<file path="src/logic/ats_regs.vh">
// Functional notes
// - Frames stream out continuously at the 48 kHz frame rate, no request needed.
// - All link timing follows edges of the external bit clock.
// - Default: sync high selects right channel, sync low selects left.
// - The polarity swap bit reverses the sync level to channel mapping.
// - Every sync transition marks the boundary between frame halves.
// - With sync edge select cleared, sync is sampled on the rising bit clock edge.
// - Lead bit clear: MSB in the sync change cycle; set: one cycle later.
// - Sync edge select moves sync sampling to the falling bit clock edge.
// - Samples go out in two's complement, MSB first.
// - LSB sits 16 bits into a slot at either word length; a 32-bit slot pads with zeros.
// - Line use follows the two line enable bits and the format.
// - Formats: 32x2, 16x4 at low rate; 32x4, 16x8 at high rate.
// - The 32-bit two-slot format uses both lines, others use one.
// - Sample output and register port work independently and concurrently.
// - A frame lasts 64 bit clocks at low rate, 128 at high rate.
// - Slots one to three carry x, y, z; later slots are zero.
// - In single-line formats the unused line stays low all frame.
// - Two-slot format: line 0 carries x then y, line 1 z then zero.
`ifndef ATS_REGS_VH
`define ATS_REGS_VH

// ****************************************
// Register offsets
// ****************************************
`define ATS_ADDR_CFG_A   8'h81
`define ATS_ADDR_CFG_B   8'h82
`define ATS_ADDR_RATE    8'h83
`define ATS_ADDR_STAT    8'h8E

// ****************************************
// Field positions
// ****************************************
`define ATS_CFGA_SWAP    7
`define ATS_CFGA_LEAD    6
`define ATS_CFGA_W32     4
`define ATS_CFGB_EDGE    2
`define ATS_CFGB_ON1     1
`define ATS_CFGB_ON0     0
`define ATS_RATE_HI      0
`define ATS_STAT_RUN     0
`define ATS_STAT_EMPTY   1
`define ATS_STAT_FULL    2

// ****************************************
// Reset values and sizes
// ****************************************
`define ATS_CFGA_RST     8'h10
`define ATS_CFGB_RST     8'h03
`define ATS_RATE_RST     8'h00
`define ATS_FRAME_LO     8'h40
`define ATS_FRAME_HI     8'h80
`define ATS_CNT_MAX      8'hFF
`define ATS_SAMPLE_W     16
`define ATS_TRIO_W       48
`define ATS_FIFO_DEPTH   16
`define ATS_FIFO_AW      4
`define ATS_SLOT_X       3'h0
`define ATS_SLOT_Y       3'h1
`define ATS_SLOT_Z       3'h2
`define ATS_SLOT_NONE    3'h3
`define ATS_ST_HUNT      2'h1
`define ATS_ST_RUN       2'h2

`endif

</file>
<file path="src/logic/ats_fifo.v">
`timescale 1ns/1ps
module ats_fifo #(
    parameter WIDTH = 48,
    parameter DEPTH = 16,
    parameter AW    = 4
)(
    input  wire             core_clk,
    input  wire             rst,
    input  wire [WIDTH-1:0] in_data,
    input  wire             in_valid,
    output wire             in_ready,
    output reg  [WIDTH-1:0] out_data,
    output wire             out_valid,
    input  wire             out_ready,
    output wire             full,
    output wire             empty
);
    reg [WIDTH-1:0] mem_ff [0:DEPTH-1];
    reg [AW-1:0]    wr_ptr_ff;
    reg [AW-1:0]    rd_ptr_ff;
    reg [AW:0]      count_ff;
    wire            push;
    wire            pop;

    // Flags straight from the fill count, so full really means no room
    assign full      = (count_ff == DEPTH[AW:0]);
    assign empty     = (count_ff == {(AW+1){1'b0}});
    assign in_ready  = ~full;
    assign out_valid = ~empty;
    assign push      = in_valid & ~full;
    assign pop       = out_ready & ~empty;

    // Head word shown combinationally from storage
    always @*
    begin
        out_data = mem_ff[rd_ptr_ff];
    end

    // Storage write, no reset needed on data
    always @(posedge core_clk)
    begin
        if (push)
        begin
            mem_ff[wr_ptr_ff] <= in_data;
        end
    end

    // Pointers and count
    always @(posedge core_clk)
    begin
        if (rst)
        begin
            wr_ptr_ff <= {AW{1'b0}};
            rd_ptr_ff <= {AW{1'b0}};
            count_ff  <= {(AW+1){1'b0}};
        end
        else
        begin
            if (push)
            begin
                wr_ptr_ff <= wr_ptr_ff + 1'b1;
            end
            if (pop)
            begin
                rd_ptr_ff <= rd_ptr_ff + 1'b1;
            end
            if (push & ~pop)
            begin
                count_ff <= count_ff + 1'b1;
            end
            else if (pop & ~push)
            begin
                count_ff <= count_ff - 1'b1;
            end
        end
    end
endmodule

</file>
<file path="src/logic/ats_serial_out.v">
`timescale 1ns/1ps
`include "ats_regs.vh"
module ats_serial_out (
    input  wire                     core_clk,
    input  wire                     rst,
    input  wire                     bclk,
    input  wire                     sync,
    input  wire [`ATS_SAMPLE_W-1:0] sample_x,
    input  wire [`ATS_SAMPLE_W-1:0] sample_y,
    input  wire [`ATS_SAMPLE_W-1:0] sample_z,
    input  wire                     sample_valid,
    output wire                     sample_ready,
    input  wire [7:0]               reg_addr,
    input  wire [7:0]               reg_wdata,
    input  wire                     reg_wr,
    input  wire                     reg_rd,
    output reg  [7:0]               reg_rdata,
    output wire [1:0]               serial_out_lines
);
    // ****************************************
    // Declarations
    // ****************************************
    reg  [7:0]             cfg_a_ff;
    reg  [7:0]             cfg_b_ff;
    reg  [7:0]             rate_ff;
    reg  [7:0]             rdata_ff;
    reg                    bclk_m_ff;
    reg                    bclk_s_ff;
    reg                    bclk_d_ff;
    reg                    sync_m_ff;
    reg                    sync_s_ff;
    reg                    sync_q_ff;
    reg  [7:0]             cnt_ff;
    reg  [7:0]             nxt_cnt;
    reg  [1:0]             state_ff;
    reg  [1:0]             nxt_state;
    reg  [`ATS_TRIO_W-1:0] cur_ff;
    reg  [1:0]             lines_ff;
    reg  [1:0]             nxt_lines;
    reg  [7:0]             pos;
    reg  [2:0]             slot;
    reg  [4:0]             bidx;
    reg                    d0;
    reg                    d1;
    wire                   swap;
    wire                   lead;
    wire                   word32;
    wire                   rate_hi;
    wire                   edge_sel;
    wire                   on0;
    wire                   on1;
    wire                   dual;
    wire [7:0]             frame_len;
    wire                   bclk_rise;
    wire                   bclk_fall;
    wire                   samp_edge;
    wire                   launch_edge;
    wire                   first_lvl;
    wire                   frame_start;
    wire [`ATS_TRIO_W-1:0] fifo_dout;
    wire                   fifo_valid;
    wire                   fifo_pop;
    wire                   fifo_full;
    wire                   fifo_empty;
    wire [7:0]             status;
    wire                   wrap;
    wire                   take_trio;
    wire [`ATS_TRIO_W-1:0] trio_now;
    localparam [1:0]       ST_HUNT = `ATS_ST_HUNT;
    localparam [1:0]       ST_RUN  = `ATS_ST_RUN;

    // ****************************************
    // Helpers
    // ****************************************
    // Bit b (counted from the MSB) of one slot; 16-bit samples sit
    // left-justified, so a 32-bit slot carries zeros below bit 16
    function slot_bit;
        input [`ATS_TRIO_W-1:0] trio;
        input [2:0]             s;
        input [4:0]             b;
        reg   [15:0]            w;
        begin
            case (s)
                `ATS_SLOT_X: w = trio[47:32];
                `ATS_SLOT_Y: w = trio[31:16];
                `ATS_SLOT_Z: w = trio[15:0];
                default:     w = 16'h0000;
            endcase
            if (b[4])
                slot_bit = 1'b0;
            else
                slot_bit = w[4'hF - b[3:0]];
        end
    endfunction

    // ****************************************
    // Configuration fields
    // ****************************************
    assign swap      = cfg_a_ff[`ATS_CFGA_SWAP];
    assign lead      = cfg_a_ff[`ATS_CFGA_LEAD];
    assign word32    = cfg_a_ff[`ATS_CFGA_W32];
    assign edge_sel  = cfg_b_ff[`ATS_CFGB_EDGE];
    assign on0       = cfg_b_ff[`ATS_CFGB_ON0];
    assign on1       = cfg_b_ff[`ATS_CFGB_ON1];
    // Rate register trusted as the real clock; no frequency check here
    assign rate_hi   = rate_ff[`ATS_RATE_HI];
    // Format follows rate and word length together
    assign dual      = word32 & ~rate_hi;
    assign frame_len = rate_hi ? `ATS_FRAME_HI : `ATS_FRAME_LO;
    assign status    = {5'h00, fifo_full, fifo_empty, state_ff[1]};

    // ****************************************
    // Register port
    // ****************************************
    // Runs on the core clock, fully apart from the link logic
    always @(posedge core_clk)
    begin
        if (rst)
        begin
            cfg_a_ff <= `ATS_CFGA_RST;
            cfg_b_ff <= `ATS_CFGB_RST;
            rate_ff  <= `ATS_RATE_RST;
        end
        else if (reg_wr)
        begin
            case (reg_addr)
                `ATS_ADDR_CFG_A: cfg_a_ff <= reg_wdata;
                `ATS_ADDR_CFG_B: cfg_b_ff <= reg_wdata;
                `ATS_ADDR_RATE:  rate_ff <= reg_wdata;
                default:         cfg_a_ff <= cfg_a_ff;
            endcase
        end
    end

    // Read data held in a flop; unmapped offsets read zero
    always @(posedge core_clk)
    begin
        if (rst)
        begin
            rdata_ff <= 8'h00;
        end
        else if (reg_rd)
        begin
            case (reg_addr)
                `ATS_ADDR_CFG_A: rdata_ff <= cfg_a_ff;
                `ATS_ADDR_CFG_B: rdata_ff <= cfg_b_ff;
                `ATS_ADDR_RATE:  rdata_ff <= rate_ff;
                `ATS_ADDR_STAT:  rdata_ff <= status;
                default:         rdata_ff <= 8'h00;
            endcase
        end
    end

    always @*
    begin
        reg_rdata = rdata_ff;
    end

    // ****************************************
    // Pin synchronisers
    // ****************************************
    // Two flops per pin; the third bclk flop only feeds the edge detect
    always @(posedge core_clk)
    begin
        if (rst)
        begin
            bclk_m_ff <= 1'b0;
            bclk_s_ff <= 1'b0;
            bclk_d_ff <= 1'b0;
            sync_m_ff <= 1'b0;
            sync_s_ff <= 1'b0;
        end
        else
        begin
            bclk_m_ff <= bclk;
            bclk_s_ff <= bclk_m_ff;
            bclk_d_ff <= bclk_s_ff;
            sync_m_ff <= sync;
            sync_s_ff <= sync_m_ff;
        end
    end

    // Every link action waits for a bit clock edge; no local timebase
    assign bclk_rise   = bclk_s_ff & ~bclk_d_ff;
    assign bclk_fall   = ~bclk_s_ff & bclk_d_ff;
    // Sync taken on the rising edge unless edge select picks falling
    assign samp_edge   = edge_sel ? bclk_fall : bclk_rise;
    assign launch_edge = edge_sel ? bclk_rise : bclk_fall;
    // Left channel is the first half; swap flips which level that is
    assign first_lvl   = swap;
    // Change into the first-half level opens a frame
    assign frame_start = samp_edge & (sync_s_ff != sync_q_ff)
                         & (sync_s_ff == first_lvl);

    // ****************************************
    // Frame tracking
    // ****************************************
    // Hunt until a frame opens; a frame running past its length drops
    // back to hunt so a lost sync cannot leave stale slots on the lines
    always @*
    begin
        nxt_cnt   = cnt_ff;
        nxt_state = state_ff;
        if (frame_start)
        begin
            nxt_cnt   = 8'h00;
            nxt_state = ST_RUN;
        end
        else if (samp_edge)
        begin
            if (cnt_ff != `ATS_CNT_MAX)
                nxt_cnt = cnt_ff + 8'h01;
            case (state_ff)
                ST_RUN:
                begin
                    if (cnt_ff >= frame_len - 8'h01)
                        nxt_state = ST_HUNT;
                end
                default: nxt_state = ST_HUNT;
            endcase
        end
    end

    always @(posedge core_clk)
    begin
        if (rst)
        begin
            sync_q_ff <= 1'b0;
            cnt_ff    <= `ATS_CNT_MAX;
            state_ff  <= ST_HUNT;
        end
        else
        begin
            if (samp_edge)
            begin
                sync_q_ff <= sync_s_ff;
            end
            cnt_ff   <= nxt_cnt;
            state_ff <= nxt_state;
        end
    end

    // ****************************************
    // Sample capture
    // ****************************************
    // Launch edge that closes a running frame already carries the next MSB unless the lead bit is set
    assign wrap      = launch_edge & state_ff[1] & (cnt_ff == frame_len - 8'h01);
    // One trio taken per frame as its first bit leaves, or at the first
    // opening after a hunt; with the FIFO empty the last trio repeats
    // rather than tearing a frame apart
    assign take_trio = wrap | (frame_start & ~state_ff[1]);
    assign fifo_pop  = take_trio & fifo_valid;
    // The first bit must come from the trio that is loaded at that same edge
    assign trio_now  = (wrap & fifo_valid) ? fifo_dout : cur_ff;

    always @(posedge core_clk)
    begin
        if (rst)
        begin
            cur_ff <= {`ATS_TRIO_W{1'b0}};
        end
        else if (fifo_pop)
        begin
            cur_ff <= fifo_dout;
        end
    end

    ats_fifo #(
        .WIDTH (`ATS_TRIO_W),
        .DEPTH (`ATS_FIFO_DEPTH),
        .AW    (`ATS_FIFO_AW)
    ) u_fifo (
        .core_clk  (core_clk),
        .rst       (rst),
        .in_data   ({sample_x, sample_y, sample_z}),
        .in_valid  (sample_valid),
        .in_ready  (sample_ready),
        .out_data  (fifo_dout),
        .out_valid (fifo_valid),
        .out_ready (take_trio),
        .full      (fifo_full),
        .empty     (fifo_empty)
    );

    // ****************************************
    // Serialiser
    // ****************************************
    // Position of the bit that leaves on the coming launch edge; the MSB is
    // predicted from the count so it shares the cycle of the sync change,
    // and the lead bit pushes it one cycle later (wrap then lands on zeros)
    always @*
    begin
        pos  = (wrap ? 8'h00 : cnt_ff + 8'h01) - {7'h00, lead};
        slot = word32 ? {1'b0, pos[6:5]} : pos[6:4];
        bidx = word32 ? pos[4:0] : {1'b0, pos[3:0]};
        d0   = slot_bit(trio_now, slot, bidx);
        d1   = slot_bit(trio_now, (slot == `ATS_SLOT_X) ? `ATS_SLOT_Z : `ATS_SLOT_NONE, bidx);
        nxt_lines = 2'b00;
        if (state_ff[1])
        begin
            if (dual)
            begin
                nxt_lines = {on1 & d1, on0 & d0};
            end
            else if (on0)
            begin
                nxt_lines = {1'b0, d0};
            end
            else
            begin
                nxt_lines = {on1 & d0, 1'b0};
            end
        end
    end

    // Lines change on the edge opposite the sync sampling edge
    always @(posedge core_clk)
    begin
        if (rst)
        begin
            lines_ff <= 2'b00;
        end
        else if (launch_edge)
        begin
            lines_ff <= nxt_lines;
        end
    end

    assign serial_out_lines = lines_ff;
endmodule

</file>
<file path="config.mk">
export PLATFORM = sky130hd
export DESIGN_NAME = ats_serial_out
export DESIGN_NICKNAME = d
export VERILOG_FILES = /design/src/logic/ats_fifo.v /design/src/logic/ats_serial_out.v
export VERILOG_INCLUDE_DIRS = /design/src /design/src/logic
export SDC_FILE = /design/constraint.sdc
export NUM_CORES = 1
export LEC_CHECK = 0
export BUFFER_PORTS_ARGS = -buffer_cell sky130_fd_sc_hd__clkbuf_2
export CAP_MARGIN = 20
export CORE_MARGIN = 4
export CORE_UTILIZATION = 54
export CTS_CLUSTER_SIZE = 14
export DETAILED_ROUTE_END_ITERATION = 12
export GPL_ROUTABILITY_DRIVEN = 0
export PLACE_DENSITY = 0.76
export SLEW_MARGIN = 20
export SYNTH_ARGS = -nofsm -noshare
export SYNTH_HDL_FRONTEND = slang
export SYNTH_HIERARCHICAL = 1
export SYNTH_SLANG_ARGS = --single-unit
</file>
<file path="constraint.sdc">
create_clock -name core_clk -period 5.58 [get_ports core_clk]
set_clock_uncertainty 0.2 [all_clocks]
set_input_delay 1.116 -clock core_clk [delete_from_list [all_inputs] [get_ports core_clk]]
set_output_delay 1.116 -clock core_clk [all_outputs]
set_load 0.02 [all_outputs]
</file>
# After elaboration in Yosys (flattened, before gate mapping)
# Memory sizes are Yosys's and may differ from the RTL's. A register that Yosys moved wholly into a read port is not among the register bits.
# Index checks and enable logic that the tools add are counted.
# W data, S select, Z words.
[totals]
mem_count = 1
wordCells = 112
ram_bits = 768
rom_bits = 0
out_inout_bits = 11
input_bits = 71
latch_bits = 0
reg_bits = 111
[classes]
mux = 33
reduce_logical = 11
n_addsub = 8
bitwise = 25
div_mod_pow = 0
magnitude_cmp = 2
n_mul = 0
n_shift = 0
eq_ne = 15
[mem_list]
columns = ["name", "depth", "word_bits", "rd", "rd_clocked_by_memory_dff", "wr", "line", "text"]
rows = [
  ["u_fifo.mem_ff", 16, 48, 1, 1, 1, "ats_fifo.v:18", "reg [WIDTH-1:0] mem_ff [0:DEPTH-1];"],
]
[op_table]
columns = ["op", "count"]
rows = [
  ["$pmux W16 S3", 2],
  ["$mux W48", 1],
  ["$eq A8 B8 Y1 const B", 4],
  ["$mux W8", 4],
  ["$pmux W8 S4", 1],
  ["$and A1 B1 Y1", 16],
  ["$mux W5", 3],
  ["$mux W2", 7],
  ["$reduce_and A2 Y1", 5],
  ["$mux W1", 9],
  ["$add A4 B1 Y4 const B", 2],
  ["$add A8 B1 Y8 const B", 1],
  ["$bmux W1 S4", 2],
  ["$eq A8 B8 Y1", 1],
  ["$ge A8 B8 Y1", 1],
  ["$mux W4", 2],
  ["$ne A8 B8 Y1 const B", 1],
  ["$not A1 Y1", 8],
  ["$sub A8 B1 Y8 const B", 1],
  ["$mux W7", 1],
  ["$sub A7 B1 Y7", 1],
  ["$logic_not A3 Y1", 2],
  ["$reduce_bool A2 Y1", 3],
  ["$add A5 B1 Y5 const B", 1],
  ["14 further kinds", 15],
]

# Logic depth before layout (Yosys ltp)
[depth]
depth_word = 18
ltp_mapped = 18

# Cells and area by module
# The synthesis kept the hierarchy.
[by_module_without_submodules]
columns = ["mod", "n_inst", "area_per_inst_um2", "cells_each", "seq_area_each_um2"]
rows = [
  ["ats_fifo", 1, 29570.9, 1284, 23402.4],
  ["ats_serial_out", 1, 5491.5, 649, 1961.9],
]

# Worst setup path before layout
# Ideal clock, no wire load.
[synth_timing]
kind = "input-to-reg"
start = "input sample_valid"
end = "memory u_fifo.mem_ff[0][0], enable pin"
t_arrival_ps = 4960
path_stages = 3
setup_time_ps = 513
path_slack_ps = -93
t_required_ps = 4867
path_cell_list = "a21boi_1 nand2_1 nor3_1"
[synth_via]
elab_chain_cells = 3
[synth_lines]
columns = ["element", "line", "text"]
rows = [
  ["start: declaration", "ats_serial_out.v:11", "input wire sample_valid,"],
  ["$and A1 B1 Y1", "ats_fifo.v:30", "assign push = in_valid & ~full;"],
  ["$mux W1", "ats_fifo.v:42", "if (push)"],
  ["$mux W1 (not written as such)", "ats_fifo.v:44", "mem_ff[wr_ptr_ff] <= in_data;"],
  ["end: declaration", "ats_fifo.v:18", ""],
]
# Every way passes these cells.

# Worst setup path after layout
[layout_timing]
start = "register cnt_ff[0]"
end = "register lines_ff[1] (netlist: serial_out_lines[1])"
[layout_via]
elab_chain_cells = 15
elab_cells_between_ends = 30
classes_between = "add/sub: 3; eq/ne: 5; mux: 16; bitwise: 4; reduce/logical: 2"
[layout_lines]
columns = ["element", "line", "text"]
rows = [
  ["start: declaration", "ats_serial_out.v:33", "reg [7:0] cnt_ff;"],
  ["start signal: assignment", "ats_serial_out.v:229", "cnt_ff <= `ATS_CNT_MAX;"],
  ["start signal: assignment", "ats_serial_out.v:238", "cnt_ff <= nxt_cnt;"],
  ["parallel branches: the longest is 13 deep, another holds $add A8 B1 Y8", "-", ""],
  ["$mux W2 (*)", "ats_serial_out.v:301", "if (dual)"],
  ["$mux W2 (*)", "ats_serial_out.v:299", "if (state_ff[1])"],
  ["end signal: assignment", "ats_serial_out.v:325", "lines_ff <= nxt_lines;"],
  ["end: declaration", "ats_serial_out.v:38", "reg [1:0] lines_ff;"],
]
# Every way passes the cells marked *. The select of a mux whose other input is x is not followed.
# A chain may end at the register's enable or synchronous reset.

==> out/qor.csv <==
metric,value,unit
async_flop_share,0,
synthAdderAreaFrac,0.00521,
cp_slowest_stage_delay,580,ps
synth_edf_count,768,
grt_max_degree,75,
synth_mux_area_frac,0.145,
ant_nets,0,
syn_inst,1933,
path_clk_slew,60,ps
finalMaxSlewViolations,0,
vias,18972,
tritoncts,done,
ios,82,
slew_headroom,0.234,
std_cell_rows,93,
cellLeakagePower,12.5,nW
multiInputGateArea,9180,sq um
portBuffers,81,
synth-simple-area-share,0.0464,
synth_fp_nets,2018,
maxCapViolCount,0,
synth_xor_area_frac,0.00425,
stdcell_area,39400,sq um
synth.distinct_cells,85,
die_y,263,microns
fmax,201,MHz
cp_common_cell,ha_1,
viasPerCell,6.41,
syn_avg_cell_area,18.1,sq um
ctsRootBufferMaster,clkbuf_16,
coreArea,64300,sq um
antenna_found_initial,0,
clockBufferDepth,3,
setup_viol,0,
post_cts_buffers,0,
ys_ff_latch,883,
synth_top_family_by_area,multiplexers,
yosysWarnings,6,
crit_type,flop to flop,
area_growth,12.3,%
rsz0062_at_grt,no,
diodes,0,
postCtsHoldBufs,0,
drc,0,
path_max_fanout,10,
r2r_setup_slack,590,ps
worstSetupStartpointType,flop,
outcome,finished clean,
postCtsResizedCells,0,
place_area,36600,sq um
dieWidth,263,microns
power_density,358,nW/um^2
cp.arrival,5320,ps
nFillCells,4401,
seq_area,25400,sq um
cts-htree-levels,3,
start_util,0.545,
place_hpwl,44.8,mm
ys_seq_area_frac,0.723,
first_iter_violations,2330,
synthFlopType,edfxtp_1,
cts_buffers,85,
wl,81.7,mm
period_needed,4990,ps
grt_pass1_vias,19106,
globalRoute.totalOverflow,0,
cp_data_required_time,5910,ps
cts_sinks,883,
path_cells,"ha_1, nand4b_1, a2111o_4, or2b_1, ha_1, nor4b_1, a41oi_1, or3_2, o211a_1, o22ai_1, o21ai_4, a211o_1, a311o_1, o211ai_2, a22oi_2, a41o_1",
final_util,0.612,
fin_nets,2123,
clk_latency,640,ps
die_area,69100,sq um
drive_gt1_frac,0.244,
hp-class,flop to flop,
tns,0,ps
vdd_ir_drop_max,0.000246,V
synth-compound-area-share,0.0565,
first_pass_iters,5,
tightestPinTransition,1150,ps
critical-path-slowest-cell,or3_2,
grt_first_pass_wirelength,124,mm
endpoint_kind,flop,
wire_per_inst,27.6,microns
syn_area,35100,sq um
period_share,0.894,
grt_usage,0.237,
final_hold_viol_count,0,
[path summary, 6_finish.rpt]
kind                                start                   to  cells after the start
worst max-delay path            cnt_ff[0]  serial_out_lines[1]                     16
worst min-delay path            cur_ff[6]            cur_ff[6]                      2
worst max register to register  cnt_ff[0]  serial_out_lines[1]                     16
worst min register to register  cur_ff[6]            cur_ff[6]                      2
[cells in the final DEF, fill, tap and decap left out, types with 5 or more instances in the layout]
cell type	count
nor3b_1	5
nand2_1	200
xnor2_1	7
nor3_1	7
xor2_1	10
nor2_1	67
mux4_2	205
nand2b_1	6
nor2b_1	7
ha_1	13
dfxtp_1	113
a22oi_1	109
nor2_4	13
mux2_2	6
clkbuf_16	85
inv_1	13
o211ai_1	9
clkinv_1	14
clkbuf_2	80
and3_1	6
clkinv_2	14
buf_12	10
a21oi_1	73
bufinv_16	12
nand4_1	5
mux2i_1	33
edfxtp_1	768
clkbuf_1	18
a211o_1	10
buf_4	40
o21ai_0	18
nand3_1	17
[final cells by class]
| type | count | share of cell area |
|---|---|---|
| Multi-Input combinational cell | 924 | 0.233 |
| Clock inverter | 50 | 0.0155 |
| Sequential cell | 883 | 0.644 |
| Inverter | 14 | 0.00133 |
| Tap cell | 855 | 0.0272 |
| Clock buffer | 103 | 0.0557 |
| Timing Repair Buffer | 130 | 0.0229 |
[report_power, final]
| group | total (mW) | switching [mW] | internal, mW |
|---|---|---|---|
| registers | 7.42 | 0.0648 | 7.35 |
| logic | 0.891 | 0.613 | 0.277 |
| clock network | 5.77 | 2.40 | 3.38 |
| total | 14.1 | 3.08 | 11.0 |
[worst max-delay path, delay by kind of cell, from the launching register on]
family	cells	cell delay [ps]
AOI/OAI and AO/OA	10	2420
adders and majority gates	2	600
DFF	1	440
and+or+nand+nor	4	1220
[stage by stage]
step | setup WS, ps | hold WS [ps] | power, mW | std cells
detailed placement | 686 | 247 | 8.43 | 2806
global placement | 891 | 237 | 8.38 | 2806
finish | 593 | 256 | 14.1 | 2959
CTS | 664 | 256 | 14.1 | 2959
global route | 282 | 284 | 14.5 | 2959
floorplan | 343 | 214 | 8.08 | 1933
[kinds of logic (layout without fill, tap and decap cells)]
group	after synthesis	after routing
and+or+nand+nor	368	368
adders and majority gates	14	14
xor gates and xnor gates	17	17
muxes	249	249
buffers and inverters	126	297
DFF	883	883
AOI/OAI and AO/OA	276	276
[per-layer routing]
layer | vias to the layer above | global-route usage | part of all wire
li1 | 7997 | - | -
met1 | 9850 | 0.339 | 0.39
met4 | 0 | 0.0705 | 0.027
met2 | 979 | 0.385 | 0.49
met3 | 146 | 0.0379 | 0.088
met5 | - | 0 | 0
[flip-flops by register name (all words and copies together) (netlist names), named ones only]
name / cells
u_fifo/mem_ff: 768
cur_ff: 48
cfg_a_ff: 8
cfg_b_ff: 8
cnt_ff: 8
rate_ff: 8
reg_rdata: 8
u_fifo/count_ff: 5
u_fifo/rd_ptr_ff: 4
u_fifo/wr_ptr_ff: 4
serial_out_lines: 2
state_ff: 2
bclk_d_ff: 1
bclk_m_ff: 1
bclk_s_ff: 1
sync_m_ff: 1
sync_q_ff: 1
sync_s_ff: 1
[cell usage after synthesis (all sizes together), types with 4 or more instances]
master	n	share of area
o211ai	12	0.0030
mux2	10	0.0032
xnor2	7	0.0017
o21ai	24	0.0042
inv	13	0.0014
and3	7	0.0013
buf	54	0.011
a21boi	5	0.0013
nor3	13	0.0021
nand2	200	0.021
a21oi	75	0.011
o21a	5	0.0013
a211o	10	0.0025
mux2i	33	0.0094
a211oi	4	0.0010
dfxtp	115	0.066
nor2b	9	0.0016
nand2b	6	0.0011
xor2	10	0.0025
nor3b	5	0.0011
nand3	18	0.0027
nand3b	4	0.00086
a22oi	110	0.024
ha	13	0.0046
and2	5	0.00093
nand4	5	0.00089
mux4	206	0.13
clkbuf	58	0.0071
edfxtp	768	0.66
nor2	80	0.0086
(Power assumes the default switching activity.)
